$ cat config.mk
export PLATFORM = sky130hd
export DESIGN_NAME = orc_regs
export DESIGN_NICKNAME = d
export VERILOG_FILES = /design/src/common/orc_pkg.sv /design/src/orc_ovr_stretch.sv /design/src/orc_regs.sv
export SDC_FILE = /design/constraint.sdc
export NUM_CORES = 1
export LEC_CHECK = 0
export ABC_CLOCK_PERIOD_IN_PS = 4900
export BUFFER_PORTS_ARGS = -buffer_cell sky130_fd_sc_hd__buf_2
export CAP_MARGIN = 25
export CORE_MARGIN = 3
export CORE_UTILIZATION = 40
export CTS_BUF_LIST = sky130_fd_sc_hd__clkbuf_4 sky130_fd_sc_hd__clkbuf_8 sky130_fd_sc_hd__clkbuf_16
export DETAILED_ROUTE_END_ITERATION = 10
export PLACE_DENSITY = 0.59
export SYNTH_ARGS = -nofsm -noshare
export SYNTH_HDL_FRONTEND = slang
export SYNTH_HIERARCHICAL = 1
export SYNTH_SLANG_ARGS = --single-unit
$ cat constraint.sdc
create_clock -name clk_i -period 4.9 [get_ports clk_i]
set_input_delay 0.98 -clock clk_i [delete_from_list [all_inputs] [get_ports clk_i]]
set_output_delay 0.98 -clock clk_i [all_outputs]
set_load 0.02 [all_outputs]
$ cat src/common/orc_pkg.sv
// constants for the overrange and sysref calibration register bank
// assumes byte-wide registers at their own addresses on a plain register port
package orc_pkg;

   localparam int ADDR_W = 12;
   localparam int DATA_W = 8;
   localparam int SAMPLE_W = 12;
   localparam int LANES = 12;
   localparam int LEVEL_W = 8;
   localparam int PULSE_CNT_W = 11;
   localparam int CAL_CNT_W = 18;

   // register addresses
   localparam logic [ADDR_W-1:0] OFS_CHAN_SHUTDOWN = 12'h209;
   localparam logic [ADDR_W-1:0] OFS_LEVEL_ZERO = 12'h211;
   localparam logic [ADDR_W-1:0] OFS_LEVEL_ONE = 12'h212;
   localparam logic [ADDR_W-1:0] OFS_OUTPUT_CONFIG = 12'h213;
   localparam logic [ADDR_W-1:0] OFS_REVISION = 12'h297;
   localparam logic [ADDR_W-1:0] OFS_CAL_START = 12'h2b0;
   localparam logic [ADDR_W-1:0] OFS_CAL_SETUP = 12'h2b1;
   localparam logic [ADDR_W-1:0] OFS_CAL_STAT_0 = 12'h2b2;
   localparam logic [ADDR_W-1:0] OFS_CAL_STAT_1 = 12'h2b3;
   localparam logic [ADDR_W-1:0] OFS_CAL_STAT_2 = 12'h2b4;

   // reset values
   localparam logic [DATA_W-1:0] RST_CHAN_SHUTDOWN = 8'h00;
   localparam logic [DATA_W-1:0] RST_LEVEL_ZERO = 8'hf2;
   localparam logic [DATA_W-1:0] RST_LEVEL_ONE = 8'hab;
   localparam logic [DATA_W-1:0] RST_OUTPUT_CONFIG = 8'h07;
   localparam logic [DATA_W-1:0] RST_CAL_START = 8'h00;
   localparam logic [DATA_W-1:0] RST_CAL_SETUP = 8'h05;

   // writable bits; the rest read as zero
   localparam logic [DATA_W-1:0] WMASK_CHAN_SHUTDOWN = 8'h03;
   localparam logic [DATA_W-1:0] WMASK_OUTPUT_CONFIG = 8'h0f;
   localparam logic [DATA_W-1:0] WMASK_CAL_START = 8'h01;
   localparam logic [DATA_W-1:0] WMASK_CAL_SETUP = 8'h0f;

   // field positions
   localparam int SHUT_A_BIT = 0;
   localparam int SHUT_B_BIT = 1;
   localparam int PINS_EN_BIT = 3;
   localparam int PULSE_EXP_LSB = 0;
   localparam int PULSE_EXP_W = 3;
   localparam int CAL_START_BIT = 0;
   localparam int CAL_AVG_LSB = 2;
   localparam int CAL_ACC_LSB = 0;
   localparam int CAL_FIELD_W = 2;
   localparam int REV_W = 5;
   localparam int CAL_DONE_BIT = 1;

   // timing counts in sampling-clock cycles
   localparam int PULSE_BASE_CYCLES = 8;
   localparam int CAL_ACCUMS = 256;
   localparam int CAL_STEPS = 19;
   localparam int CAL_PHASES = 4;
   localparam int CAL_UNIT_CYCLES = CAL_ACCUMS * CAL_STEPS * CAL_PHASES;
   localparam int CAL_CODE_BIAS = 2;

   typedef enum logic [1:0] {
      CAL_IDLE,
      CAL_RUN,
      CAL_FINISHED
   } orc_cal_state_type;

endpackage : orc_pkg

$ cat src/orc_ovr_stretch.sv
// one overrange detector: magnitude compare and pulse stretcher
// assumes sample_i comes from logic on clk_i, two's complement
`timescale 1ns/10ps
module orc_ovr_stretch #(
   parameter int SAMPLE_W = orc_pkg::SAMPLE_W,
   parameter int CNT_W = orc_pkg::PULSE_CNT_W
) (
   input wire logic clk_i,
   input wire logic arst_n_i,
   input wire logic ce_i,
   input wire logic [SAMPLE_W-1:0] sample_i,
   input wire logic active_i,
   input wire logic [orc_pkg::LEVEL_W-1:0] level_i,
   input wire logic [orc_pkg::PULSE_EXP_W-1:0] exponent_i,
   output logic flag_o,
   output logic pulse_o
);

   logic [SAMPLE_W-1:0] mag;
   logic [SAMPLE_W-1:0] limit;
   logic hit;
   logic [CNT_W-1:0] reload;
   logic [CNT_W-1:0] cnt_ff;
   logic pulse_ff;
   logic flag_ff;

   // level code sits on the top eight magnitude bits, full scale at 2^(SAMPLE_W-1)
   assign mag = sample_i[SAMPLE_W-1] ? SAMPLE_W'(-sample_i) : sample_i;
   assign limit = {1'b0, level_i, (SAMPLE_W - 1 - orc_pkg::LEVEL_W)'(0)};
   assign hit = active_i && (mag >= limit);
   assign reload = CNT_W'((orc_pkg::PULSE_BASE_CYCLES << exponent_i) - 1);

   always_ff @(posedge clk_i or negedge arst_n_i) begin
      if (!arst_n_i) begin
         flag_ff <= 1'b0;
      end else if (ce_i) begin
         flag_ff <= hit;
      end
   end

   // every further crossing restarts the hold count
   always_ff @(posedge clk_i or negedge arst_n_i) begin
      if (!arst_n_i) begin
         cnt_ff <= '0;
         pulse_ff <= 1'b0;
      end else if (ce_i) begin
         if (hit) begin
            cnt_ff <= reload;
            pulse_ff <= 1'b1;
         end else if (cnt_ff != '0) begin
            cnt_ff <= cnt_ff - 1'b1;
         end else begin
            pulse_ff <= 1'b0;
         end
      end
   end

   assign flag_o = flag_ff;
   assign pulse_o = pulse_ff;
endmodule : orc_ovr_stretch

$ cat src/orc_regs.sv
// overrange detection and sysref calibration control registers
// assumes samples and register port are synchronous to clk_i
//
// The address-and-strobe port was chosen for this implementation.
`timescale 1ns/10ps

// Functional notes
// - shutdown bit 0 powers down channel a; clear keeps it running.
// - a shut channel has its twelve lanes, frame strobe and clock disabled.
// - level-zero register, reset f2, sets level-zero flags when magnitude reaches it.
// - threshold code t means t/256 of full scale on top magnitude bits.
// - level-one register, reset ab, sets level-one flags when magnitude reaches it.
// - pins enable bit 3 shows overrange on four pins, else drives them low.
// - pulse exponent n, reset 7, holds each pin at least 8*2^n cycles.
// - read-only five-bit revision code, upper three bits reserved zero.
// - calibration enable low selects the manual aperture delay.
// - calibration enable high selects automatic aperture delay, ignoring manual value.
// - each rising edge of calibration enable starts one calibration run.
// - calibration finishes within 256*19*4*(avg+len+2) cycles.
// - averaging field bits 3-2, reset 1, picks 4/16/64/256 accumulations.
// - length field bits 1-0 picks 4/16/64/256 cycles per accumulation.
// - complete bit 17 reads one only while enabled and finished.
module orc_regs #(
   parameter int CAL_UNIT_CYCLES = orc_pkg::CAL_UNIT_CYCLES,
   // arbitrary neutral revision code
   parameter logic [orc_pkg::REV_W-1:0] REVISION_CODE = 5'h0a,
   parameter int SAMPLE_W = orc_pkg::SAMPLE_W,
   parameter int LANES = orc_pkg::LANES
) (
   input wire logic clk_i,
   input wire logic arst_n_i,
   input wire logic ce_i,
   input wire logic [orc_pkg::ADDR_W-1:0] addr_i,
   input wire logic [orc_pkg::DATA_W-1:0] wdata_i,
   input wire logic wr_i,
   input wire logic rd_i,
   output logic [orc_pkg::DATA_W-1:0] rdata_o,
   input wire logic [SAMPLE_W-1:0] chan_a_sample_i,
   input wire logic [SAMPLE_W-1:0] chan_b_sample_i,
   output logic shutdown_chan_a_o,
   output logic shutdown_chan_b_o,
   output logic [LANES-1:0] chan_a_lanes_enable_o,
   output logic [LANES-1:0] chan_b_lanes_enable_o,
   output logic [1:0] lane_frame_strobe_enable_o,
   output logic [1:0] lane_output_clock_enable_o,
   output logic chan_a_level0_flag_o,
   output logic chan_a_level1_flag_o,
   output logic chan_b_level0_flag_o,
   output logic chan_b_level1_flag_o,
   output logic chan_a_level0_pin_o,
   output logic chan_a_level1_pin_o,
   output logic chan_b_level0_pin_o,
   output logic chan_b_level1_pin_o,
   output logic aperture_auto_select_o,
   output logic sysref_cal_busy_o,
   output logic sysref_cal_complete_o
);

   logic [orc_pkg::DATA_W-1:0] shutdown_ff;
   logic [orc_pkg::DATA_W-1:0] level_zero_ff;
   logic [orc_pkg::DATA_W-1:0] level_one_ff;
   logic [orc_pkg::DATA_W-1:0] out_cfg_ff;
   logic [orc_pkg::DATA_W-1:0] cal_start_ff;
   logic [orc_pkg::DATA_W-1:0] cal_setup_ff;
   logic [orc_pkg::DATA_W-1:0] rdata_ff;
   logic [orc_pkg::DATA_W-1:0] nxt_rdata;
   logic [3:0] pins_ff;
   logic [3:0] flags;
   logic [3:0] stretched;
   logic [SAMPLE_W-1:0] det_sample [4];
   logic [3:0] det_active;
   logic [orc_pkg::LEVEL_W-1:0] det_level [4];
   logic pins_en;
   logic cal_en;
   logic cal_en_prev_ff;
   logic cal_rise;
   logic cal_complete;
   orc_pkg::orc_cal_state_type cal_state_ff;
   logic [orc_pkg::CAL_CNT_W-1:0] cal_cnt_ff;
   logic [orc_pkg::CAL_CNT_W-1:0] cal_len;
   logic [orc_pkg::CAL_FIELD_W-1:0] cal_avg;
   logic [orc_pkg::CAL_FIELD_W-1:0] cal_acc;

   // ---------------- register writes
   always_ff @(posedge clk_i or negedge arst_n_i) begin
      if (!arst_n_i) begin
         shutdown_ff <= orc_pkg::RST_CHAN_SHUTDOWN;
         level_zero_ff <= orc_pkg::RST_LEVEL_ZERO;
         level_one_ff <= orc_pkg::RST_LEVEL_ONE;
         out_cfg_ff <= orc_pkg::RST_OUTPUT_CONFIG;
         cal_start_ff <= orc_pkg::RST_CAL_START;
         cal_setup_ff <= orc_pkg::RST_CAL_SETUP;
      end else if (ce_i && wr_i) begin
         case (addr_i)
            orc_pkg::OFS_CHAN_SHUTDOWN: begin
               shutdown_ff <= wdata_i & orc_pkg::WMASK_CHAN_SHUTDOWN;
            end
            orc_pkg::OFS_LEVEL_ZERO: begin
               level_zero_ff <= wdata_i;
            end
            orc_pkg::OFS_LEVEL_ONE: begin
               level_one_ff <= wdata_i;
            end
            orc_pkg::OFS_OUTPUT_CONFIG: begin
               out_cfg_ff <= wdata_i & orc_pkg::WMASK_OUTPUT_CONFIG;
            end
            orc_pkg::OFS_CAL_START: begin
               cal_start_ff <= wdata_i & orc_pkg::WMASK_CAL_START;
            end
            orc_pkg::OFS_CAL_SETUP: begin
               cal_setup_ff <= wdata_i & orc_pkg::WMASK_CAL_SETUP;
            end
            default: begin
            end
         endcase
      end
   end

   // ---------------- register reads, data valid the cycle after the strobe
   always_comb begin
      nxt_rdata = '0;
      case (addr_i)
         orc_pkg::OFS_CHAN_SHUTDOWN: nxt_rdata = shutdown_ff;
         orc_pkg::OFS_LEVEL_ZERO: nxt_rdata = level_zero_ff;
         orc_pkg::OFS_LEVEL_ONE: nxt_rdata = level_one_ff;
         orc_pkg::OFS_OUTPUT_CONFIG: nxt_rdata = out_cfg_ff;
         orc_pkg::OFS_REVISION: nxt_rdata = {3'h0, REVISION_CODE};
         orc_pkg::OFS_CAL_START: nxt_rdata = cal_start_ff;
         orc_pkg::OFS_CAL_SETUP: nxt_rdata = cal_setup_ff;
         orc_pkg::OFS_CAL_STAT_2: nxt_rdata[orc_pkg::CAL_DONE_BIT] = cal_complete;
         default: nxt_rdata = '0;
      endcase
   end

   always_ff @(posedge clk_i or negedge arst_n_i) begin
      if (!arst_n_i) begin
         rdata_ff <= '0;
      end else if (ce_i) begin
         rdata_ff <= rd_i ? nxt_rdata : '0;
      end
   end

   assign rdata_o = rdata_ff;

   // ---------------- channel shutdown and lane gating
   assign shutdown_chan_a_o = shutdown_ff[orc_pkg::SHUT_A_BIT];
   assign shutdown_chan_b_o = shutdown_ff[orc_pkg::SHUT_B_BIT];
   assign chan_a_lanes_enable_o = {LANES{~shutdown_chan_a_o}};
   assign chan_b_lanes_enable_o = {LANES{~shutdown_chan_b_o}};
   assign lane_frame_strobe_enable_o = {~shutdown_chan_b_o, ~shutdown_chan_a_o};
   assign lane_output_clock_enable_o = {~shutdown_chan_b_o, ~shutdown_chan_a_o};

   // ---------------- overrange detectors: index 0 a/l0, 1 a/l1, 2 b/l0, 3 b/l1
   assign pins_en = out_cfg_ff[orc_pkg::PINS_EN_BIT];

   genvar gi;
   generate
      for (gi = 0; gi < 4; gi++) begin : g_det
         assign det_sample[gi] = (gi < 2) ? chan_a_sample_i : chan_b_sample_i;
         assign det_active[gi] = (gi < 2) ? ~shutdown_chan_a_o : ~shutdown_chan_b_o;
         assign det_level[gi] = (gi % 2 == 0) ? level_zero_ff : level_one_ff;
         orc_ovr_stretch #(
            .SAMPLE_W(SAMPLE_W),
            .CNT_W(orc_pkg::PULSE_CNT_W)
         ) u_det (
            .clk_i(clk_i),
            .arst_n_i(arst_n_i),
            .ce_i(ce_i),
            .sample_i(det_sample[gi]),
            .active_i(det_active[gi]),
            .level_i(det_level[gi]),
            .exponent_i(out_cfg_ff[orc_pkg::PULSE_EXP_LSB +: orc_pkg::PULSE_EXP_W]),
            .flag_o(flags[gi]),
            .pulse_o(stretched[gi])
         );
      end
   endgenerate

   always_ff @(posedge clk_i or negedge arst_n_i) begin
      if (!arst_n_i) begin
         pins_ff <= '0;
      end else if (ce_i) begin
         pins_ff <= pins_en ? stretched : 4'h0;
      end
   end

   assign chan_a_level0_flag_o = flags[0];
   assign chan_a_level1_flag_o = flags[1];
   assign chan_b_level0_flag_o = flags[2];
   assign chan_b_level1_flag_o = flags[3];
   assign chan_a_level0_pin_o = pins_ff[0];
   assign chan_a_level1_pin_o = pins_ff[1];
   assign chan_b_level0_pin_o = pins_ff[2];
   assign chan_b_level1_pin_o = pins_ff[3];

   // ---------------- sysref calibration sequencer
   assign cal_en = cal_start_ff[orc_pkg::CAL_START_BIT];
   assign aperture_auto_select_o = cal_en;
   assign cal_avg = cal_setup_ff[orc_pkg::CAL_AVG_LSB +: orc_pkg::CAL_FIELD_W];
   assign cal_acc = cal_setup_ff[orc_pkg::CAL_ACC_LSB +: orc_pkg::CAL_FIELD_W];
   assign cal_len = orc_pkg::CAL_CNT_W'(CAL_UNIT_CYCLES * (int'(cal_avg) + int'(cal_acc)
                    + orc_pkg::CAL_CODE_BIAS));

   always_ff @(posedge clk_i or negedge arst_n_i) begin
      if (!arst_n_i) begin
         cal_en_prev_ff <= 1'b0;
      end else if (ce_i) begin
         cal_en_prev_ff <= cal_en;
      end
   end

   // only a 0-to-1 change starts a run, a steady high does not
   assign cal_rise = cal_en && !cal_en_prev_ff;

   always_ff @(posedge clk_i or negedge arst_n_i) begin
      if (!arst_n_i) begin
         cal_state_ff <= orc_pkg::CAL_IDLE;
         cal_cnt_ff <= '0;
      end else if (ce_i) begin
         case (cal_state_ff)
            orc_pkg::CAL_IDLE: begin
               if (cal_rise) begin
                  cal_state_ff <= orc_pkg::CAL_RUN;
                  cal_cnt_ff <= cal_len - 1'b1;
               end
            end
            orc_pkg::CAL_RUN: begin
               if (!cal_en) begin
                  cal_state_ff <= orc_pkg::CAL_IDLE;
               end else if (cal_cnt_ff == '0) begin
                  cal_state_ff <= orc_pkg::CAL_FINISHED;
               end else begin
                  cal_cnt_ff <= cal_cnt_ff - 1'b1;
               end
            end
            orc_pkg::CAL_FINISHED: begin
               if (!cal_en) begin
                  cal_state_ff <= orc_pkg::CAL_IDLE;
               end
            end
            default: begin
               cal_state_ff <= orc_pkg::CAL_IDLE;
            end
         endcase
      end
   end

   assign cal_complete = cal_en && (cal_state_ff == orc_pkg::CAL_FINISHED);
   assign sysref_cal_complete_o = cal_complete;
   assign sysref_cal_busy_o = (cal_state_ff == orc_pkg::CAL_RUN);

   // ---------------- checks
   logic [orc_pkg::CAL_CNT_W-1:0] run_age_ff;

   always_ff @(posedge clk_i or negedge arst_n_i) begin
      if (!arst_n_i) begin
         run_age_ff <= '0;
      end else if (ce_i) begin
         run_age_ff <= sysref_cal_busy_o ? run_age_ff + 1'b1 : '0;
      end
   end
endmodule : orc_regs
# Yosys cells after proc, flatten, opt, wreduce, memory -nomap -nowiden

Cells that the tools add are included.

Reductions and logical operators: 35
Eq/ne operators: 19
Multiplexer cells: 32
$lt $le $gt $ge: 4
Multiply operators: 1
Divide/modulo/power cells: 0
Shifts and indexed selects: 1
Bitwise operators: 2
Add/subtract/negate cells: 11

Operators with widths:

| kind                                                                    | count |
|---|---|
| 12-bit by 10-bit equality test with 1-bit output, second input constant | 8 |
| 11-bit 2-to-1 mux                                                       | 8 |
| 18-bit 2-to-1 mux                                                       | 3 |
| 12-bit by 11-bit greater-or-equal comparator with 1-bit output          | 4 |
| 11-bit nonzero test                                                     | 4 |
| 11-bit by 1-bit subtractor with 11-bit output, second input constant    | 4 |
| 18-bit one-hot mux with 2 select lines                                  | 1 |
| 18-bit by 1-bit subtractor with 18-bit output, second input constant    | 2 |
| 6-bit one-hot mux with 5 select lines                                   | 1 |
| 2-bit AND reduction                                                     | 14 |
| 12-bit 2-to-1 mux                                                       | 2 |
| 12-bit negator                                                          | 2 |
| 18-bit zero test                                                        | 1 |
| 4-bit by 3-bit << shifter with 11-bit output, first input constant      | 1 |
| 11-bit by 2-bit subtractor with 11-bit output, second input constant    | 1 |
| 2-bit by 1-bit inequality test with 1-bit output, second input constant | 5 |
| 2-bit nonzero test                                                      | 5 |
| 5-bit by 4-bit multiplier with 8-bit output, first input constant       | 1 |
| 1-bit 2-to-1 mux                                                        | 8 |
| 2-bit 2-to-1 mux                                                        | 4 |
| 8-bit 2-to-1 mux                                                        | 1 |
| 1-bit logical AND                                                       | 7 |
| 1-bit one-hot mux with 7 select lines                                   | 1 |
| 2-bit inequality test, second input constant                            | 3 |
| 13 further kinds                                                        | 14 |

Output and inout bits: 49
Bits in latches: 0
Memory bits (writable): 0
ROM bits: 0
Memories kept: 0
Input bits: 49
Bits in registers: 112

# Logic depth before layout (Yosys ltp)

Word-level depth: 6
Mapped depth: 15
Mapped depth without buffers: 15

# By module

Netlist, hierarchy kept.

Modules (own cells, without submodules):

| module                                | cells an instance | instances | area an instance (um^2) |
|---|---|---|---|
| orc_regs                              | 372               | 1         | 3711.1 |
| orc_ovr_stretch at g_det[0].u_det ... | 144               | 3         | 1162.4 |
| orc_ovr_stretch at g_det[2].u_det     | 145               | 1         | 1156.1 |

# Least setup slack after synthesis

No wires, ideal clock.

Path kind: in2reg
Start point: input chan_a_sample_i[6]
End point: register g_det[0].u_det.cnt_ff[9]
Slack: 1.083 ns
Library setup time: 0.126 ns
Arrival time: 3.691 ns
Required time: 4.774 ns
Path buffers: 1
Stages on the path: 10
Cells stage by stage: or4_1 > or3_4 > o31ai_1 > xnor2_1 > ha_1 > nand2_1 > a2111oi_0 > nor3_1 > buf_6 > a221o_1

Word-level cells in the longest chain between the ends: 6
Elaborated cells on any way between the ends: 7

Ends and longest elaborated chain:

| element                                                            | RTL line              | source |
|---|---|---|
| start, declared                                                    | orc_regs.sv:38        | `input wire logic [SAMPLE_W-1:0] chan_a_sample_i,` |
| 12-bit negator                                                     | orc_ovr_stretch.sv:28 | `assign mag = sample_i[SAMPLE_W-1] ? SAMPLE_W'(-sample_i) : sample_i;` |
| 12-bit 2-to-1 mux (*)                                              | orc_ovr_stretch.sv:28 |  |
| 12-bit by 11-bit greater-or-equal comparator with 1-bit output (*) | orc_ovr_stretch.sv:30 | `assign hit = active_i && (mag >= limit);` |
| 1-bit logical AND (*)                                              | orc_ovr_stretch.sv:30 |  |
| 2-bit nonzero test (no source line)                                | n/a                   |  |
| 2-bit AND reduction (no source line)                               | n/a                   |  |
| end signal, assigned                                               | orc_ovr_stretch.sv:48 | `cnt_ff <= reload;` |
| end signal, assigned                                               | orc_ovr_stretch.sv:51 | `cnt_ff <= cnt_ff - 1'b1;` |
| end, declared                                                      | orc_ovr_stretch.sv:23 | `logic [CNT_W-1:0] cnt_ff;` |

Every way passes the cells marked *; elsewhere a longest branch is shown, timed or not.
A chain may end at the register's enable or synchronous reset.

# Worst setup path in the final report

Start point: input chan_a_sample_i[6]
End point: register g_det[1].u_det.cnt_ff[9]

Word-level cells in the longest chain between the ends: 6
Elaborated cells on any way between the ends: 7

Ends and longest elaborated chain:

| element                                                            | RTL line |
|---|---|
| 12-bit negator                                                     | orc_ovr_stretch.sv:28 |
| 12-bit 2-to-1 mux (*)                                              | orc_ovr_stretch.sv:28 |
| 12-bit by 11-bit greater-or-equal comparator with 1-bit output (*) | orc_ovr_stretch.sv:30 |
| 1-bit logical AND (*)                                              | orc_ovr_stretch.sv:30 |
| 2-bit nonzero test (no source line)                                | n/a |
| 2-bit AND reduction (no source line)                               | n/a |
| end signal, assigned                                               | orc_ovr_stretch.sv:48 |
| end signal, assigned                                               | orc_ovr_stretch.sv:51 |
| end, declared                                                      | orc_ovr_stretch.sv:23 |

Marks and branches as above.

==> run metrics <==
max incr delay on CP 0.65 ns; number of synthesized flops with an enable pin 0; P_leak 3.91 nW; Yosys reg bits 112; count of different cell masters after synthesis 73; DR WL/cell 16.4 µm; slowest CP cell a2111oi_0; Pre-antenna DRT Iters 5; CTS Hold Buffers Added 0; CP max FO 11; final setup fails 0; ANT nets after route 0; final wirelength 21,100 µm; critical path's top delay family compound AO/OA/AOI/OAI gates; CTS Root Cell clkbuf_16; total power divided by cell area 243 nW/µm²; Final nets 1,112; crit-path cells buf_2 > or4_1 > or3_4 > o31ai_1 > xnor2_1 > ha_1 > nand2_1 > a2111oi_0 > or3_2 > o21ai_0 > a221o_1; gr usage total 19.1%; # IOs 98; effective utilization at floorplan 41.0%; initial antenna violation count 0; dominant cells by area after synthesis dfrtp_1, ha_1, dfstp_2; fraction of registers with async set/reset 100%; Remaining DRCs 0; Row Count 52; status finished, final reports clean; maxcap violations 0; clk slew on worst S/H paths 0.08 ns; clk_lat worst skew 0.36 ns; crit path DAT 4.20 ns; slew of the pin with the lowest slew margin 0.771 ns; final std cells w/o fill 1,287; Post-Syn Nets 1,050; synth warn 6; Final period util 80.7%; 1st-iter DRT viols 491; CTS H-tree depth 3; GR Overflow Total 0; post-CTS sizing 0; f_max 0.253 GHz; maximum VDD drop 0.138 mV; first-pass GRT wire length 34,700 µm; area added between synthesis and finish 9.53%; postcts setup bufs 0; Synth Flop Type dfrtp_1; via count 7,063; Cells after Synth 949; Hold Path Class in -> async; Die Y 151 µm; DR vias/cell 5.49; Max Root-Sink Buffers 2; largest net degree at the start of global routing 57; Design Power 2.23 mW; cell taking the most area after synthesis dfrtp_1; Placed Cells 1,270; commonest non-fill, non-tap cells in the layout dfrtp_1, buf_2, nand2_1; Mapped Area 8350 µm²; setup_tns 0 ns; startpoint types input port; share of cells above drive strength 1 19.0%; routability congestion estimate 0.831; CP Buf/Inv Count 1; CTS tree built; I/O Buffers 97; Final Hold Viols 0; crit path kind in -> reg; CORE AREA 20,400 µm²; # fillers 2,002; endpoint type of the worst setup path flop; post-DP HPWL 15,700 µm; Horiz. Die Dim 151 µm; post-synth top area share 29.1%; sequential share of the synthesized area 33.8%; Worst Path Required 5.14 ns; die area 22,700 µm²; Synth Area per Inst 8.80 µm²; relative slew slack 48.1%; Pins Over Slew Limit 0; number of global-route vias before repair 6,612; RSZ-0062 raised after global routing false; min cycle time layout 3.96 ns; clk_skew 0.00899 ns; commonest non-fill, non-tap cell in the layout dfrtp_1; Layout Utilization 44.9%; CTS Buf Count 9; clk sink count 112
## metrics by stage
step	setup WS, ns	hold slack, ns	instance area (µm²)
after floorplan	1.08	0.450	8350
after global placement	0.632	0.465	8870
after detailed placement	0.561	0.466	8870
after CTS	0.934	0.485	9150
after global routing	0.693	0.497	9150
final	0.944	0.487	9150
## worst reg2reg max path: stages (launching register included)
cell     delay [ns]
dfstp_2        0.56
ha_1           0.19
fa_1           0.49
inv_1          0.15
fa_1           0.44
ha_1           0.26
ha_1           0.33
nor3b_1        0.35
nand2_1        0.10
nor2_1         0.12
xnor2_1        0.13
a21oi_1        0.08
## per-layer routing
layer / part of all wire, % / routed length (µm) / global-route usage, %
met2: 45 / 9580 / 30.0
met3: 3.0 / 642 / 1.99
met5: 0 / 0 / 0
met4: 1.2 / 255 / 4.94
met1: 50 / 10600 / 28.1
## report_power, final
group / leakage, nW / internal [mW] / switching [mW] / total (mW)
registers: 1.39 / 0.985 / 0.0644 / 1.05
clock network: 0.131 / 0.364 / 0.357 / 0.721
logic: 2.39 / 0.183 / 0.274 / 0.457
total: 3.91 / 1.53 / 0.695 / 2.23
## synthesized netlist by cell type (6+ instances only)
cell,count
o21ai_0,73
a31oi_1,8
a211oi_1,9
nor3_1,44
nand3_1,22
nor2b_1,10
nor4_1,21
nor4b_1,6
or4_1,7
xor2_1,10
buf_4,26
and3_1,9
nand4b_1,11
dfrtp_1,97
nand3b_1,9
or3_1,16
buf_2,8
buf_6,8
nor2_1,60
o21a_1,7
o31ai_1,12
a21oi_1,32
a22oi_1,15
a22o_1,6
clkbuf_1,9
o21ai_2,9
mux2_2,27
a21o_1,6
inv_1,63
and2_1,6
dfstp_2,15
xnor2_1,38
o2bb2ai_1,11
nand2b_1,9
ha_1,50
mux2i_1,6
nand2_1,94
## state kept, by name (all words and copies together), names as in the netlist
| register | count |
|---|---|
| cal_cnt_ff | 18 |
| cal_en_prev_ff | 1 |
| cal_setup_ff | 4 |
| cal_start_ff | 1 |
| cal_state_ff | 2 |
| g_det.u_det/cnt_ff | 44 |
| g_det.u_det/flag_o | 4 |
| g_det.u_det/pulse_o | 4 |
| level_one_ff | 8 |
| level_zero_ff | 8 |
| out_cfg_ff | 4 |
| pins_ff | 4 |
| rdata_o | 8 |
| shutdown_ff | 2 |
## cells by family after synthesis
| logic type | Yosys count | synth area share [%] |
|---|---|---|
| XOR/XNOR | 48 | 5.03 |
| AND/OR/NAND/NOR | 354 | 23.1 |
| buffers and inverters | 120 | 7.40 |
| adder cells (fa/ha/maj) | 52 | 7.97 |
| AO/OA/AOI/OAI | 230 | 18.3 |
| flip-flops | 112 | 33.8 |
| multiplexers | 33 | 4.36 |
## cell type report
| cell class | count | area [µm²] | area share, % |
|---|---|---|---|
| clock inverter | 4 | 28.8 | 0.315 |
| sequential | 112 | 2820 | 30.8 |
| tap | 270 | 338 | 3.69 |
| timing repair buffer | 105 | 548 | 5.99 |
| clock buffer | 11 | 246 | 2.69 |
| inverter | 66 | 248 | 2.71 |
| antenna | 2 | 5.00 | 0.0547 |
| multi-input combinational | 717 | 4910 | 53.7 |
## path summary, 6_finish.rpt
| kind | endpoint | startpoint | slack (ns) | cells after the start |
|---|---|---|---|---|
| max in group asynchronous | shutdown_ff[1]$_DFFE_PN0P_ | arst_n_i | 3.41 | 2 |
| worst max-delay path | g_det[1].u_det/cnt_ff[9]$_DFFE_PN0P_ | chan_a_sample_i[6] | 0.94 | 11 |
| worst max register to register | cal_cnt_ff[16]$_DFFE_PN0P_ | cal_setup_ff[2]$_DFFE_PN1P_ | 1.59 | 11 |
| worst min-delay path | g_det[1].u_det/cnt_ff[6]$_DFFE_PN0P_ | arst_n_i | 0.49 | 1 |
| min in group clk_i | g_det[3].u_det/cnt_ff[5]$_DFFE_PN0P_ | g_det[3].u_det/cnt_ff[5]$_DFFE_PN0P_ | 0.49 | 1 |
| worst min register to register | g_det[3].u_det/cnt_ff[5]$_DFFE_PN0P_ | g_det[3].u_det/cnt_ff[5]$_DFFE_PN0P_ | 0.49 | 1 |
Note: power is estimated with default switching activity, not from simulation.
